<file path="src/inc/fetch_pkg.sv">
// Constants for the fetch cycle support block: status layout, phase timing.
// Assumes a single 40 MHz system clock; all slower rates are enables.
// Functional notes
// - Fetch address drives sixteen lines in T1, buffers enabled unless hold.
// - Fetch address stays stable from T1 until T4 begins.
// - Eight status bits captured by inverting latches on the status strobe.
// - Fetch status shows opcode fetch, memory read and read-not-write.
// - Status leaves the data bus in T2; bus freed for memory data.
// - Cycle start resets wait latches if slow memory; ready low via phase one.
// - Slow memory only: upper then lower latch set, two periods of wait.
// - Both selects high: lower latch sets in T2, one half-microsecond wait.
// - Slow select held low inhibits internal waits; memory requests its own.
// - Low wait request is synchronised, registered on phase one, holds ready low.
// - First mux stage: memory data when select high, peripheral data when low.
// - Second mux stage: first stage when high, interrupt port when low.
// - Second stage drives bus only while enabled, otherwise floats.
// - Latched input status steers stage one, unless forced input asserted.
// - Latched interrupt-ack status steers stage two, low only in interrupt.
// - Input strobe from T2 phase two to T3 phase two enables the mux.
// - T4 and T5 involve no support logic activity.
// - Status strobe is cycle start coinciding with phase one.
package fetch_pkg;

  // --------------------------------------------------------------------------
  // Clock and phase timing
  // --------------------------------------------------------------------------
  localparam int CLK_PERIOD_NS = 25;
  localparam int PHASE_PERIOD_NS = 500;
  localparam int PHI1_WIDTH_NS = 125;
  localparam int PHI2_WIDTH_NS = 250;
  localparam int PHASE_GAP_NS = 32;
  localparam int PHASE_CYCLES = PHASE_PERIOD_NS / CLK_PERIOD_NS;
  localparam int PHI1_CYCLES = PHI1_WIDTH_NS / CLK_PERIOD_NS;
  localparam int PHI2_CYCLES = PHI2_WIDTH_NS / CLK_PERIOD_NS;
  localparam int GAP_CYCLES = (PHASE_GAP_NS + CLK_PERIOD_NS - 1) / CLK_PERIOD_NS;
  localparam int PHI2_START = PHI1_CYCLES + GAP_CYCLES;
  localparam int PHI2_END = PHI2_START + PHI2_CYCLES;
  localparam int PHASE_COUNT_W = 5;

  // --------------------------------------------------------------------------
  // Bus widths and status byte layout
  // --------------------------------------------------------------------------
  localparam int ADDR_W = 16;
  localparam int DATA_W = 8;
  localparam int ST_INT_ACK_BIT = 0;
  localparam int ST_READ_BIT = 1;
  localparam int ST_STACK_BIT = 2;
  localparam int ST_HLTA_BIT = 3;
  localparam int ST_OUT_BIT = 4;
  localparam int ST_OPCODE_BIT = 5;
  localparam int ST_INPUT_BIT = 6;
  localparam int ST_MEM_READ_BIT = 7;
  localparam logic [7:0] STATUS_INV_RESET = 8'hff;

  // --------------------------------------------------------------------------
  // Processor state tracking
  // --------------------------------------------------------------------------
  typedef enum logic [2:0] {
    ST_IDLE = 3'b000,
    ST_T1 = 3'b001,
    ST_T2 = 3'b010,
    ST_WAIT = 3'b011,
    ST_T3 = 3'b100,
    ST_T45 = 3'b101
  } proc_state_t;

endpackage

</file>
<file path="src/hdl/pin_sync.sv">
// Three-stage synchroniser for pin inputs, one lane per bit.
// Assumes inputs are asynchronous to clk_sys.
`timescale 1ns/10ps
module pin_sync
  import fetch_pkg::*;
#(
  parameter int WIDTH = 1,
  parameter logic [WIDTH-1:0] RESET_VALUE = '0
) (
  input wire logic clk_sys,
  input wire logic reset_n,
  input wire logic [WIDTH-1:0] raw,
  output logic [WIDTH-1:0] stable
);

  // --------------------------------------------------------------------------
  // Per-bit chain; a change counts once stages two and three agree
  // --------------------------------------------------------------------------
  genvar i;
  generate
    for (i = 0; i < WIDTH; i++) begin : g_lane
      logic s1, s2, s3, q;
      always_ff @(posedge clk_sys or negedge reset_n) begin
        if (!reset_n) begin
          s1 <= RESET_VALUE[i];
          s2 <= RESET_VALUE[i];
          s3 <= RESET_VALUE[i];
          q <= RESET_VALUE[i];
        end else begin
          s1 <= raw[i];
          s2 <= s1;
          s3 <= s2;
          if (s2 == s3) begin
            q <= s3;
          end
        end
      end
      assign stable[i] = q;
    end
  endgenerate

endmodule // pin_sync

</file>
<file path="src/hdl/phase_timer.sv">
// Two-phase clock generator: one-cycle enables marking phase edges.
// Assumes clk_sys at 40 MHz; one phase period is 500 ns.
`timescale 1ns/10ps
module phase_timer
  import fetch_pkg::*;
(
  input wire logic clk_sys,
  input wire logic reset_n,
  output logic phi1_start,
  output logic phi2_start,
  output logic phi2_end
);

  // --------------------------------------------------------------------------
  // Modulo counter over one phase period
  // --------------------------------------------------------------------------
  logic [PHASE_COUNT_W-1:0] count;

  always_ff @(posedge clk_sys or negedge reset_n) begin
    if (!reset_n) begin
      count <= '0;
    end else if (count == PHASE_COUNT_W'(PHASE_CYCLES - 1)) begin
      count <= '0;
    end else begin
      count <= count + PHASE_COUNT_W'(1);
    end
  end

  always_ff @(posedge clk_sys or negedge reset_n) begin
    if (!reset_n) begin
      phi1_start <= 1'b0;
      phi2_start <= 1'b0;
      phi2_end <= 1'b0;
    end else begin
      phi1_start <= (count == PHASE_COUNT_W'(PHASE_CYCLES - 1));
      phi2_start <= (count == PHASE_COUNT_W'(PHI2_START - 1));
      phi2_end <= (count == PHASE_COUNT_W'(PHI2_END - 1));
    end
  end

endmodule // phase_timer

</file>
<file path="src/hdl/fetch_wait_state_input_mux.sv">
// Fetch cycle support: status latching, wait insertion, input multiplexer.
// Assumes processor, memories and ports are outside clk_sys; pins are synchronised.
`timescale 1ns/10ps
module fetch_wait_state_input_mux
  import fetch_pkg::*;
(
  input wire logic clk_sys,
  input wire logic reset_n,
  input wire logic cycle_start,
  input wire logic hold_active,
  input wire logic [ADDR_W-1:0] proc_address,
  input wire logic [DATA_W-1:0] proc_data_in,
  output logic [DATA_W-1:0] proc_data_out,
  output logic proc_data_oe_n,
  output logic [ADDR_W-1:0] mem_address,
  output logic mem_address_oe_n,
  input wire logic slow_memory_select,
  input wire logic fast_memory_select,
  input wire logic wait_request_n,
  input wire logic forced_input_select_n,
  input wire logic [DATA_W-1:0] memory_data_in,
  input wire logic [DATA_W-1:0] peripheral_data_in,
  input wire logic [DATA_W-1:0] interrupt_instruction,
  output logic status_strobe_n,
  output logic opcode_fetch_status,
  output logic memory_read_status,
  output logic read_not_write_status,
  output logic input_cycle_status,
  output logic interrupt_ack_status,
  output logic processor_ready,
  output logic processor_input_strobe,
  output logic wait_state
);

  // --------------------------------------------------------------------------
  // Input synchronisers
  // --------------------------------------------------------------------------
  logic start_s, hold_s, slow_s, fast_s, wreq_n_s, force_n_s;
  logic [ADDR_W-1:0] addr_s;
  logic [DATA_W-1:0] pdata_s, mdata_s, periph_s, intport_s;

  pin_sync #(.WIDTH(6), .RESET_VALUE(6'h03)) u_ctrl_sync (
    .clk_sys(clk_sys),
    .reset_n(reset_n),
    .raw({cycle_start, hold_active, slow_memory_select, fast_memory_select,
          wait_request_n, forced_input_select_n}),
    .stable({start_s, hold_s, slow_s, fast_s, wreq_n_s, force_n_s})
  );

  pin_sync #(.WIDTH(ADDR_W)) u_addr_sync (
    .clk_sys(clk_sys),
    .reset_n(reset_n),
    .raw(proc_address),
    .stable(addr_s)
  );

  pin_sync #(.WIDTH(DATA_W)) u_bus_sync (
    .clk_sys(clk_sys),
    .reset_n(reset_n),
    .raw(proc_data_in),
    .stable(pdata_s)
  );

  pin_sync #(.WIDTH(3 * DATA_W)) u_port_sync (
    .clk_sys(clk_sys),
    .reset_n(reset_n),
    .raw({memory_data_in, peripheral_data_in, interrupt_instruction}),
    .stable({mdata_s, periph_s, intport_s})
  );

  // --------------------------------------------------------------------------
  // Phase enables
  // --------------------------------------------------------------------------
  logic phi1_start, phi2_start, phi2_end;

  phase_timer u_phase (
    .clk_sys(clk_sys),
    .reset_n(reset_n),
    .phi1_start(phi1_start),
    .phi2_start(phi2_start),
    .phi2_end(phi2_end)
  );

  // --------------------------------------------------------------------------
  // Status strobe and status latches
  // --------------------------------------------------------------------------
  logic strobe;
  logic [DATA_W-1:0] status_inv;

  assign strobe = start_s & phi1_start;

  always_ff @(posedge clk_sys or negedge reset_n) begin
    if (!reset_n) begin
      status_strobe_n <= 1'b1;
    end else begin
      status_strobe_n <= ~strobe;
    end
  end

  always_ff @(posedge clk_sys or negedge reset_n) begin
    if (!reset_n) begin
      status_inv <= STATUS_INV_RESET;
    end else if (strobe) begin
      status_inv <= ~pdata_s;
    end
  end

  always_ff @(posedge clk_sys or negedge reset_n) begin
    if (!reset_n) begin
      opcode_fetch_status <= 1'b0;
    end else if (strobe) begin
      opcode_fetch_status <= pdata_s[ST_OPCODE_BIT];
    end
  end

  always_ff @(posedge clk_sys or negedge reset_n) begin
    if (!reset_n) begin
      memory_read_status <= 1'b0;
    end else if (strobe) begin
      memory_read_status <= pdata_s[ST_MEM_READ_BIT];
    end
  end

  always_ff @(posedge clk_sys or negedge reset_n) begin
    if (!reset_n) begin
      read_not_write_status <= 1'b0;
    end else if (strobe) begin
      read_not_write_status <= pdata_s[ST_READ_BIT];
    end
  end

  always_ff @(posedge clk_sys or negedge reset_n) begin
    if (!reset_n) begin
      input_cycle_status <= 1'b0;
    end else if (strobe) begin
      input_cycle_status <= pdata_s[ST_INPUT_BIT];
    end
  end

  always_ff @(posedge clk_sys or negedge reset_n) begin
    if (!reset_n) begin
      interrupt_ack_status <= 1'b0;
    end else if (strobe) begin
      interrupt_ack_status <= pdata_s[ST_INT_ACK_BIT];
    end
  end

  // --------------------------------------------------------------------------
  // Address buffer
  // --------------------------------------------------------------------------
  always_ff @(posedge clk_sys or negedge reset_n) begin
    if (!reset_n) begin
      mem_address <= '0;
    end else if (strobe) begin
      mem_address <= addr_s;
    end
  end

  always_ff @(posedge clk_sys or negedge reset_n) begin
    if (!reset_n) begin
      mem_address_oe_n <= 1'b1;
    end else begin
      mem_address_oe_n <= hold_s;
    end
  end

  // --------------------------------------------------------------------------
  // Processor state tracking
  // --------------------------------------------------------------------------
  proc_state_t state, next_state;

  always_comb begin
    next_state = state;
    if (phi1_start) begin
      if (start_s) begin
        next_state = ST_T1;
      end else begin
        case (state)
          ST_T1: next_state = ST_T2;
          ST_T2: next_state = processor_ready ? ST_T3 : ST_WAIT;
          ST_WAIT: next_state = processor_ready ? ST_T3 : ST_WAIT;
          ST_T3: next_state = ST_T45;
          ST_T45: next_state = ST_T45;
          default: next_state = ST_IDLE;
        endcase
      end
    end
  end

  always_ff @(posedge clk_sys or negedge reset_n) begin
    if (!reset_n) begin
      state <= ST_IDLE;
    end else begin
      state <= next_state;
    end
  end

  always_ff @(posedge clk_sys or negedge reset_n) begin
    if (!reset_n) begin
      wait_state <= 1'b0;
    end else begin
      wait_state <= (next_state == ST_WAIT);
    end
  end

  // --------------------------------------------------------------------------
  // Wait latches
  // --------------------------------------------------------------------------
  logic upper_set, lower_set, wait_reset, lower_d;

  assign wait_reset = start_s & slow_s;
  assign lower_d = upper_set | fast_s;

  always_ff @(posedge clk_sys or negedge reset_n) begin
    if (!reset_n) begin
      upper_set <= 1'b1;
    end else if (wait_reset) begin
      upper_set <= 1'b0;
    end else if (phi2_end) begin
      upper_set <= 1'b1;
    end
  end

  always_ff @(posedge clk_sys or negedge reset_n) begin
    if (!reset_n) begin
      lower_set <= 1'b1;
    end else if (wait_reset) begin
      lower_set <= 1'b0;
    end else if (phi2_end) begin
      lower_set <= lower_d;
    end
  end

  // --------------------------------------------------------------------------
  // Ready re-clocked on phase one
  // --------------------------------------------------------------------------
  logic internal_ready, external_ready;

  assign internal_ready = lower_set;
  assign external_ready = wreq_n_s;

  always_ff @(posedge clk_sys or negedge reset_n) begin
    if (!reset_n) begin
      processor_ready <= 1'b1;
    end else if (phi1_start) begin
      processor_ready <= internal_ready & external_ready;
    end
  end

  // --------------------------------------------------------------------------
  // Input strobe and bus enable
  // --------------------------------------------------------------------------
  logic read_open, read_close;

  function automatic logic bus_quiet(input proc_state_t s);
    return (s == ST_T45) || (s == ST_IDLE) || (s == ST_T1);
  endfunction

  assign read_open = phi2_start && (state == ST_T2) && read_not_write_status;
  assign read_close = phi2_start && (state == ST_T3);

  always_ff @(posedge clk_sys or negedge reset_n) begin
    if (!reset_n) begin
      processor_input_strobe <= 1'b0;
    end else if (read_open) begin
      processor_input_strobe <= 1'b1;
    end else if (read_close || bus_quiet(state)) begin
      processor_input_strobe <= 1'b0;
    end
  end

  always_ff @(posedge clk_sys or negedge reset_n) begin
    if (!reset_n) begin
      proc_data_oe_n <= 1'b1;
    end else if (read_open) begin
      proc_data_oe_n <= 1'b0;
    end else if (read_close || bus_quiet(state)) begin
      proc_data_oe_n <= 1'b1;
    end
  end

  // --------------------------------------------------------------------------
  // Two-stage input multiplexer
  // --------------------------------------------------------------------------
  logic stage1_sel, stage2_sel;
  logic [DATA_W-1:0] stage1, stage2;

  assign stage1_sel = status_inv[ST_INPUT_BIT] & force_n_s;
  assign stage2_sel = status_inv[ST_INT_ACK_BIT];
  assign stage1 = stage1_sel ? mdata_s : periph_s;
  assign stage2 = stage2_sel ? stage1 : intport_s;

  always_ff @(posedge clk_sys or negedge reset_n) begin
    if (!reset_n) begin
      proc_data_out <= '0;
    end else begin
      proc_data_out <= stage2;
    end
  end

endmodule // fetch_wait_state_input_mux

</file>
<file path="config.mk">
export PLATFORM = sky130hd
export DESIGN_NAME = fetch_wait_state_input_mux
export DESIGN_NICKNAME = d
export VERILOG_FILES = /design/src/inc/fetch_pkg.sv /design/src/hdl/pin_sync.sv /design/src/hdl/phase_timer.sv /design/src/hdl/fetch_wait_state_input_mux.sv
export SDC_FILE = /design/constraint.sdc
export NUM_CORES = 1
export LEC_CHECK = 0
export BUFFER_PORTS_ARGS = -buffer_cell sky130_fd_sc_hd__buf_2
export CAP_MARGIN = 20
export CORE_MARGIN = 2
export CORE_UTILIZATION = 55
export CTS_CLUSTER_DIAMETER = 100
export DETAILED_ROUTE_END_ITERATION = 12
export GPL_ROUTABILITY_DRIVEN = 0
export PLACE_DENSITY = 0.8
export SYNTH_ARGS = -nofsm -noshare
export SYNTH_HDL_FRONTEND = slang
export SYNTH_SLANG_ARGS = --single-unit
</file>
<file path="constraint.sdc">
create_clock -name clk_sys -period 3.5 [get_ports clk_sys]
set_clock_uncertainty 0.2 [all_clocks]
set_input_delay 0.7 -clock clk_sys [delete_from_list [all_inputs] [get_ports clk_sys]]
set_output_delay 0.7 -clock clk_sys [all_outputs]
set_load 0.02 [all_outputs]
</file>
==> out/summary.txt, run 1 <==
status: finished clean
DRC Markers: 0
Avg WL per Cell: 16.1 µm
TNS Setup: 0 ns
CTS tree: built
Slowest-stage cell, CP: dfstp_2
Clock Path Buffers: 3
Setup Viol. Count Final: 0
worst-skew pair later-pin latency: 0.49 ns
Initial DRC Count: 176
CP delay by family, top: flip-flops
Final period util: 60.4%
Slew Viols, Final: 0
Area after DPL: 8380 µm²
crit-path max FO: 4
critical path launch point type: flip-flop
RSZ-0062 raised after global routing: false
CTS hold repair buffers: 0
most frequent cells in the layout: dfrtp_1 (238), buf_2 (86), maj3_1 (51)
fin crit period: 2.11 ns
grt total ovfl: 0
synthesized flop and latch total: 254
GRT Overall Usage: 16.6%
ys flop type: dfrtp_1
Routed Antenna Nets: 0
Final Hold Viols: 0
Max Freq: 473 MHz
CTS Buf Count: 24
Crit Path Class: flip-flop to output pin
drt total wl: 11.7 mm
Core Box Area: 13800 µm²
I/O pins: 91
Clock Pin Slew Worst Setup and Hold Paths: 0.06 ns
share of cells above drive strength 1: 31.4%
Pwr per Cell Area: 692 nW/µm²
CP cell instances: buf_2
share of power burned in registers: 51.4%
Cell Area, Synth: 7690 µm²
Area growth, synth to finish: 20.1%
Final #Nets: 588
worst endpoint required time: 2.60 ns
most common cell after layout, fill and taps aside: dfrtp_1
Yosys top cell area share: 77.4%
DP HPWL: 7.09 mm
number of diodes: 0
Sw Share: 21.3%
number of flops mapped to enable cells by yosys: 0
Avg Synthesized Cell Area: 18.5 µm²
Cells after Synth: 416
die height: 122 µm
initial antenna violation count: 0
Chip Width: 122 µm
VDD IR max: 0.000487 V
Gate power share: 6.1%
num rows: 43
P_leak: 4.23 nW
crit path buf inv count: 1
Design Area, Final: 9240 µm²
root buffer cell: clkbuf_16
Worst-Margin Slew: 0.736 ns
Netlist cell types: 32
CTS Sinks: 254
drt via density: 4.89
FFs w/ async S/R, synth: 100%
global-route wire length before repair: 19.3 mm
max_cap viols: 0
PortBufs: 87
Ys Warns: 0
Seq/Total Area, Yosys: 82.9%
CP Capture Type: output pin
clock power share: 42.4%
worst hold slack: 0.0382 ns
Synth area leader: dfrtp_1
starting density of the core: 55.8%
via count: 3543
post-layout util: 67.1%
Worst path max stage delay: 0.56 ns
CP arrival: 1.21 ns
post-CTS setup buffers: 0
Synth Net Count: 477
ranking of synthesized cells by area: dfrtp_1 (77%), maj3_1 (6.6%), dfstp_2 (5.5%)
die area: 14900 µm²
NetSw: 1.36 mW
post-cts repair resize count: 0
CTS H-tree lvls: 1
Cell Int Power: 5.03 mW
largest net degree at the start of global routing: 103
Worst Hold Class: primary input to asynchronous set/reset pin
first drt pass iteration count: 4
Max-slew headroom: 51.0%
post-layout power: 6.39 mW
vias in the first global route: 3820
-- kinds of logic after synthesis --
logic type | count (synthesis) | synth area share, %
multiplexers | 30 | 4.25
AO/OA/AOI/OAI | 26 | 2.08
XOR/XNOR | 1 | 0.114
AND/OR/NAND/NOR | 35 | 2.29
flip-flops | 254 | 82.9
adder cells (fa/ha/maj) | 56 | 7.45
buffers and inverters | 14 | 0.911
-- flip-flops by register name, summed over array words and instances (netlist names), 6 cells and up --
signal	cells
u_addr_sync.g_lane.q	16
u_ctrl_sync.g_lane.s3	6
u_ctrl_sync.g_lane.s1	6
u_port_sync.g_lane.s1	24
mem_address	16
u_addr_sync.g_lane.s2	16
u_ctrl_sync.g_lane.q	6
u_ctrl_sync.g_lane.s2	6
proc_data_out	8
u_addr_sync.g_lane.s1	16
u_port_sync.g_lane.s3	24
u_addr_sync.g_lane.s3	16
u_port_sync.g_lane.s2	24
u_port_sync.g_lane.q	24
-- layer usage --
metal	part of all wire (%)	global-route usage (%)	vias to the layer above
met1	44	22.7	1800
li1	-	-	1636
met2	49	26.8	86
met4	2.2	4.89	0
met5	0	0	-
met3	5.2	3.86	21
-- power groups by stage --
stage                     Sequential [mW]  Clock, mW  Combinational, mW
final                                3.29       2.71              0.392
after detailed placement             3.34          0              0.400
after global routing                 3.31       2.92              0.436
after CTS                            3.29       2.79              0.404
after floorplan                      3.37          0              0.147
after global placement               3.32          0              0.385
-- cells in the mapped netlist, drive strengths merged (5+ instances only) --
master,count
a21oi,14
mux2i,9
nor2,15
mux2,21
inv,8
dfstp,16
dfrtp,238
nand2,6
maj3,51
ha,5
-- cell type report --
cell class,count,area (µm²)
Clock buffer,32,702
Clock inverter,11,158
Fill cell,930,4540
Inverter,8,30.0
Multi-Input combinational cell,148,1240
Sequential cell,254,6380
Tap cell,180,225
Timing Repair Buffer,91,500
-- through the flow --
stage               cells  setup slack (ns)
finish                724              1.39
global route          724              1.35
CTS                   724              1.36
detailed placement    681              1.62
global placement      681              1.65
floorplan             416              1.89
-- final timing paths --
check                                                  startpoint                                    to  slack [ns]  cells past startpoint
worst max-delay path                  processor_ready$_DFFE_PN1P_                       processor_ready        1.39                      1
worst min-delay path                                      reset_n  u_port_sync.g_lane[18].q$_DFFE_PN0N_        0.04                      1
worst max register to register       u_phase.phi1_start$_DFF_PN0_                  wait_state$_DFF_PN0_        1.66                      3
worst min register to register  u_bus_sync.g_lane[0].s1$_DFF_PN0_     u_bus_sync.g_lane[0].s2$_DFF_PN0_        0.15                      0
max in group asynchronous                                 reset_n   u_port_sync.g_lane[12].s3$_DFF_PN0_        2.26                      2
min in group clk_sys                           slow_memory_select    u_ctrl_sync.g_lane[3].s1$_DFF_PN0_        0.11                      1
Power figures use the tool's default switching activity.
==> run 2: changes to the inputs <==
==> constraint.sdc (replaced) <==
create_clock -name clk_sys -period 2.1 [get_ports clk_sys]
set_clock_uncertainty 0.2 [all_clocks]
set_input_delay 0.42 -clock clk_sys [delete_from_list [all_inputs] [get_ports clk_sys]]
set_output_delay 0.42 -clock clk_sys [all_outputs]
set_load 0.02 [all_outputs]
==> run 2 against run 1 <==
Register-to-register slack worse by 1.3 ns. Sequential share of layout area down 3.9 points. Clock-buffer cell count unchanged. Utilization grew 4.1 points. Global-route usage up 1.3 points. Die area did not move. Final cell count grew 8.0%. Setup slack got worse by 1.1 ns. Via count is 7.5% higher. Total power is 68% higher. Highest routed layer unchanged. First-iteration DRC count decreased by 1.1%. Non-clock buffer count rose by 55.
==> out/summary.txt, run 2 (same netlist as run 1, synthesis figures left out) <==
vias in the first global route: 4231 (+11%)
drt via density: 4.87 (-0.44%)
post-layout power: 10.7 mW (+68%)
most frequent cells in the layout: dfrtp_1 (238), buf_2 (86), dlygate4sd3_1 (52)
starting density of the core: 55.8% (unchanged)
worst-skew pair later-pin latency: 0.51 ns (+0.02 ns)
Final period util: 87.7%
CTS tree: built
Design Area, Final: 9800 µm² (+6.1%)
pre-CTS setup slack: 0.342 ns (-1.28 ns)
via count: 3810 (+7.5%)
Routed Antenna Nets: 0 (unchanged)
CTS H-tree lvls: 1 (unchanged)
CTS hold repair buffers: 52 (+52)
CP arrival: 1.22 ns (about the same)
most common cell after layout, fill and taps aside: dfrtp_1
CP cell instances: buf_2
share of cells above drive strength 1: 29.2% (-2.2 points)
crit-path max FO: 4 (unchanged)
Avg WL per Cell: 16.3 µm (+0.68%)
max_cap viols: 0 (unchanged)
CP Capture Type: output pin
Worst Hold Class: flip-flop to flip-flop
final worst slack: 0.259 ns (-1.13 ns)
Slew Viols, Final: 0 (unchanged)
Area after DPL: 8420 µm² (+0.57%)
initial antenna violation count: 0 (unchanged)
Crit Path Class: flip-flop to output pin
CTS Sinks: 254 (unchanged)
status: finished clean
CP delay by family, top: flip-flops
die height: 122 µm (unchanged)
Setup Viol. Count Final: 0 (unchanged)
Final Hold Viols: 0 (unchanged)
largest net degree at the start of global routing: 53 (-49%)
critical path launch point type: flip-flop
P_leak: 4.47 nW (+5.6%)
PortBufs: 87 (unchanged)
Area growth, synth to finish: 27.4%
RSZ-0062 raised after global routing: false
fill count: 889 (-4.4%)
Clock Path Buffers: 3 (unchanged)
Pwr per Cell Area: 1100 nW/µm² (+58%)
Core Box Area: 13800 µm² (unchanged)
Chip Width: 122 µm (unchanged)
num rows: 43 (unchanged)
number of diodes: 0 (unchanged)
Final #Nets: 644 (+9.5%)
Max Freq: 543 MHz
root buffer cell: clkbuf_16
die area: 14900 µm² (unchanged)
DRC Markers: 0 (unchanged)
post-cts repair resize count: 0 (unchanged)
GRT Overall Usage: 17.8% (+1.3 points)
Max-slew headroom: 62.3% (+11 points)
Worst path max stage delay: 0.56 ns (about the same)
Slowest-stage cell, CP: dfstp_2
drt total wl: 12.7 mm (+8.7%)
TNS Setup: 0 ns (unchanged)
Initial DRC Count: 174 (-1.1%)
global-route wire length before repair: 20.7 mm (+7.3%)
CTS Buf Count: 25 (+4.2%)
I/O pins: 91 (unchanged)
DP HPWL: 7.18 mm (+1.3%)
Clock Pin Slew Worst Setup and Hold Paths: 0.06 ns (about the same)
crit path buf inv count: 1 (unchanged)
first drt pass iteration count: 4 (unchanged)
VDD IR max: 0.00102 V (+110%)
Worst-Margin Slew: 0.565 ns (-0.171 ns)
fin crit period: 1.84 ns
grt total ovfl: 0 (unchanged)
worst endpoint required time: 1.48 ns (-1.12 ns)
worst hold slack: 0.139 ns (+0.100 ns)
post-CTS setup buffers: 0 (unchanged)
## run 2: cell count changes in the layout (fill, tap and decap cells not counted)
cell and delta:
inv_8 +1, clkbuf_8 -1, clkinv_2 +1, clkinvlp_4 +1, buf_4 +1, buf_12 +2
inv_6 +1, dlygate4sd3_1 +52, bufinv_16 -1, clkbuf_1 +1
## run 2: power by group
part / switching [mW] / leakage (nW) / internal (mW)
registers: 0.205 / 2.97 / 5.28
logic: 0.404 / 1.08 / 0.345
clock network: 1.79 / 0.421 / 2.71
total: 2.40 / 4.47 / 8.33
## run 2: path summary, 6_finish.rpt
kind	from	to	slack (ns)	cells after the start
setup / recovery	processor_ready$_DFFE_PN1P_	processor_ready	0.26	1
hold / removal	u_addr_sync.g_lane[5].s1$_DFF_PN0_	u_addr_sync.g_lane[5].s2$_DFF_PN0_	0.14	0
setup reg to reg	state[1]$_DFF_PN0_	wait_state$_DFF_PN0_	0.34	6
hold reg to reg	u_addr_sync.g_lane[5].s1$_DFF_PN0_	u_addr_sync.g_lane[5].s2$_DFF_PN0_	0.14	0
max in group asynchronous	reset_n	u_ctrl_sync.g_lane[0].s2$_DFF_PN1_	0.83	3
min in group asynchronous	reset_n	u_port_sync.g_lane[16].q$_DFFE_PN0N_	0.19	2
## run 2: per-stage QoR
stage,cells,utilization (%)
after detailed placement,684,61.2
after global routing,782,71.1
after floorplan,416,-
after CTS,782,71.1
after global placement,684,61.2
final,782,71.1
## run 2: routing by layer
metal	vias to the layer above	wire length, µm	track usage, %
met5	-	0	0
met2	83	6460	31.3
li1	1741	-	-
met4	0	282	4.53
met1	1966	5350	22.3
met3	20	617	4.51
## run 2: cell type report
type / instances / area [µm²] / area share, %
flip-flops and latches: 254 / 6380 / 65.1
clock inverters: 14 / 160 / 1.63
inverters: 8 / 30.0 / 0.307
well taps: 180 / 225 / 2.30
multi-input cells: 148 / 1240 / 12.7
clock buffers: 32 / 692 / 7.06
repair buffers: 146 / 1070 / 10.9
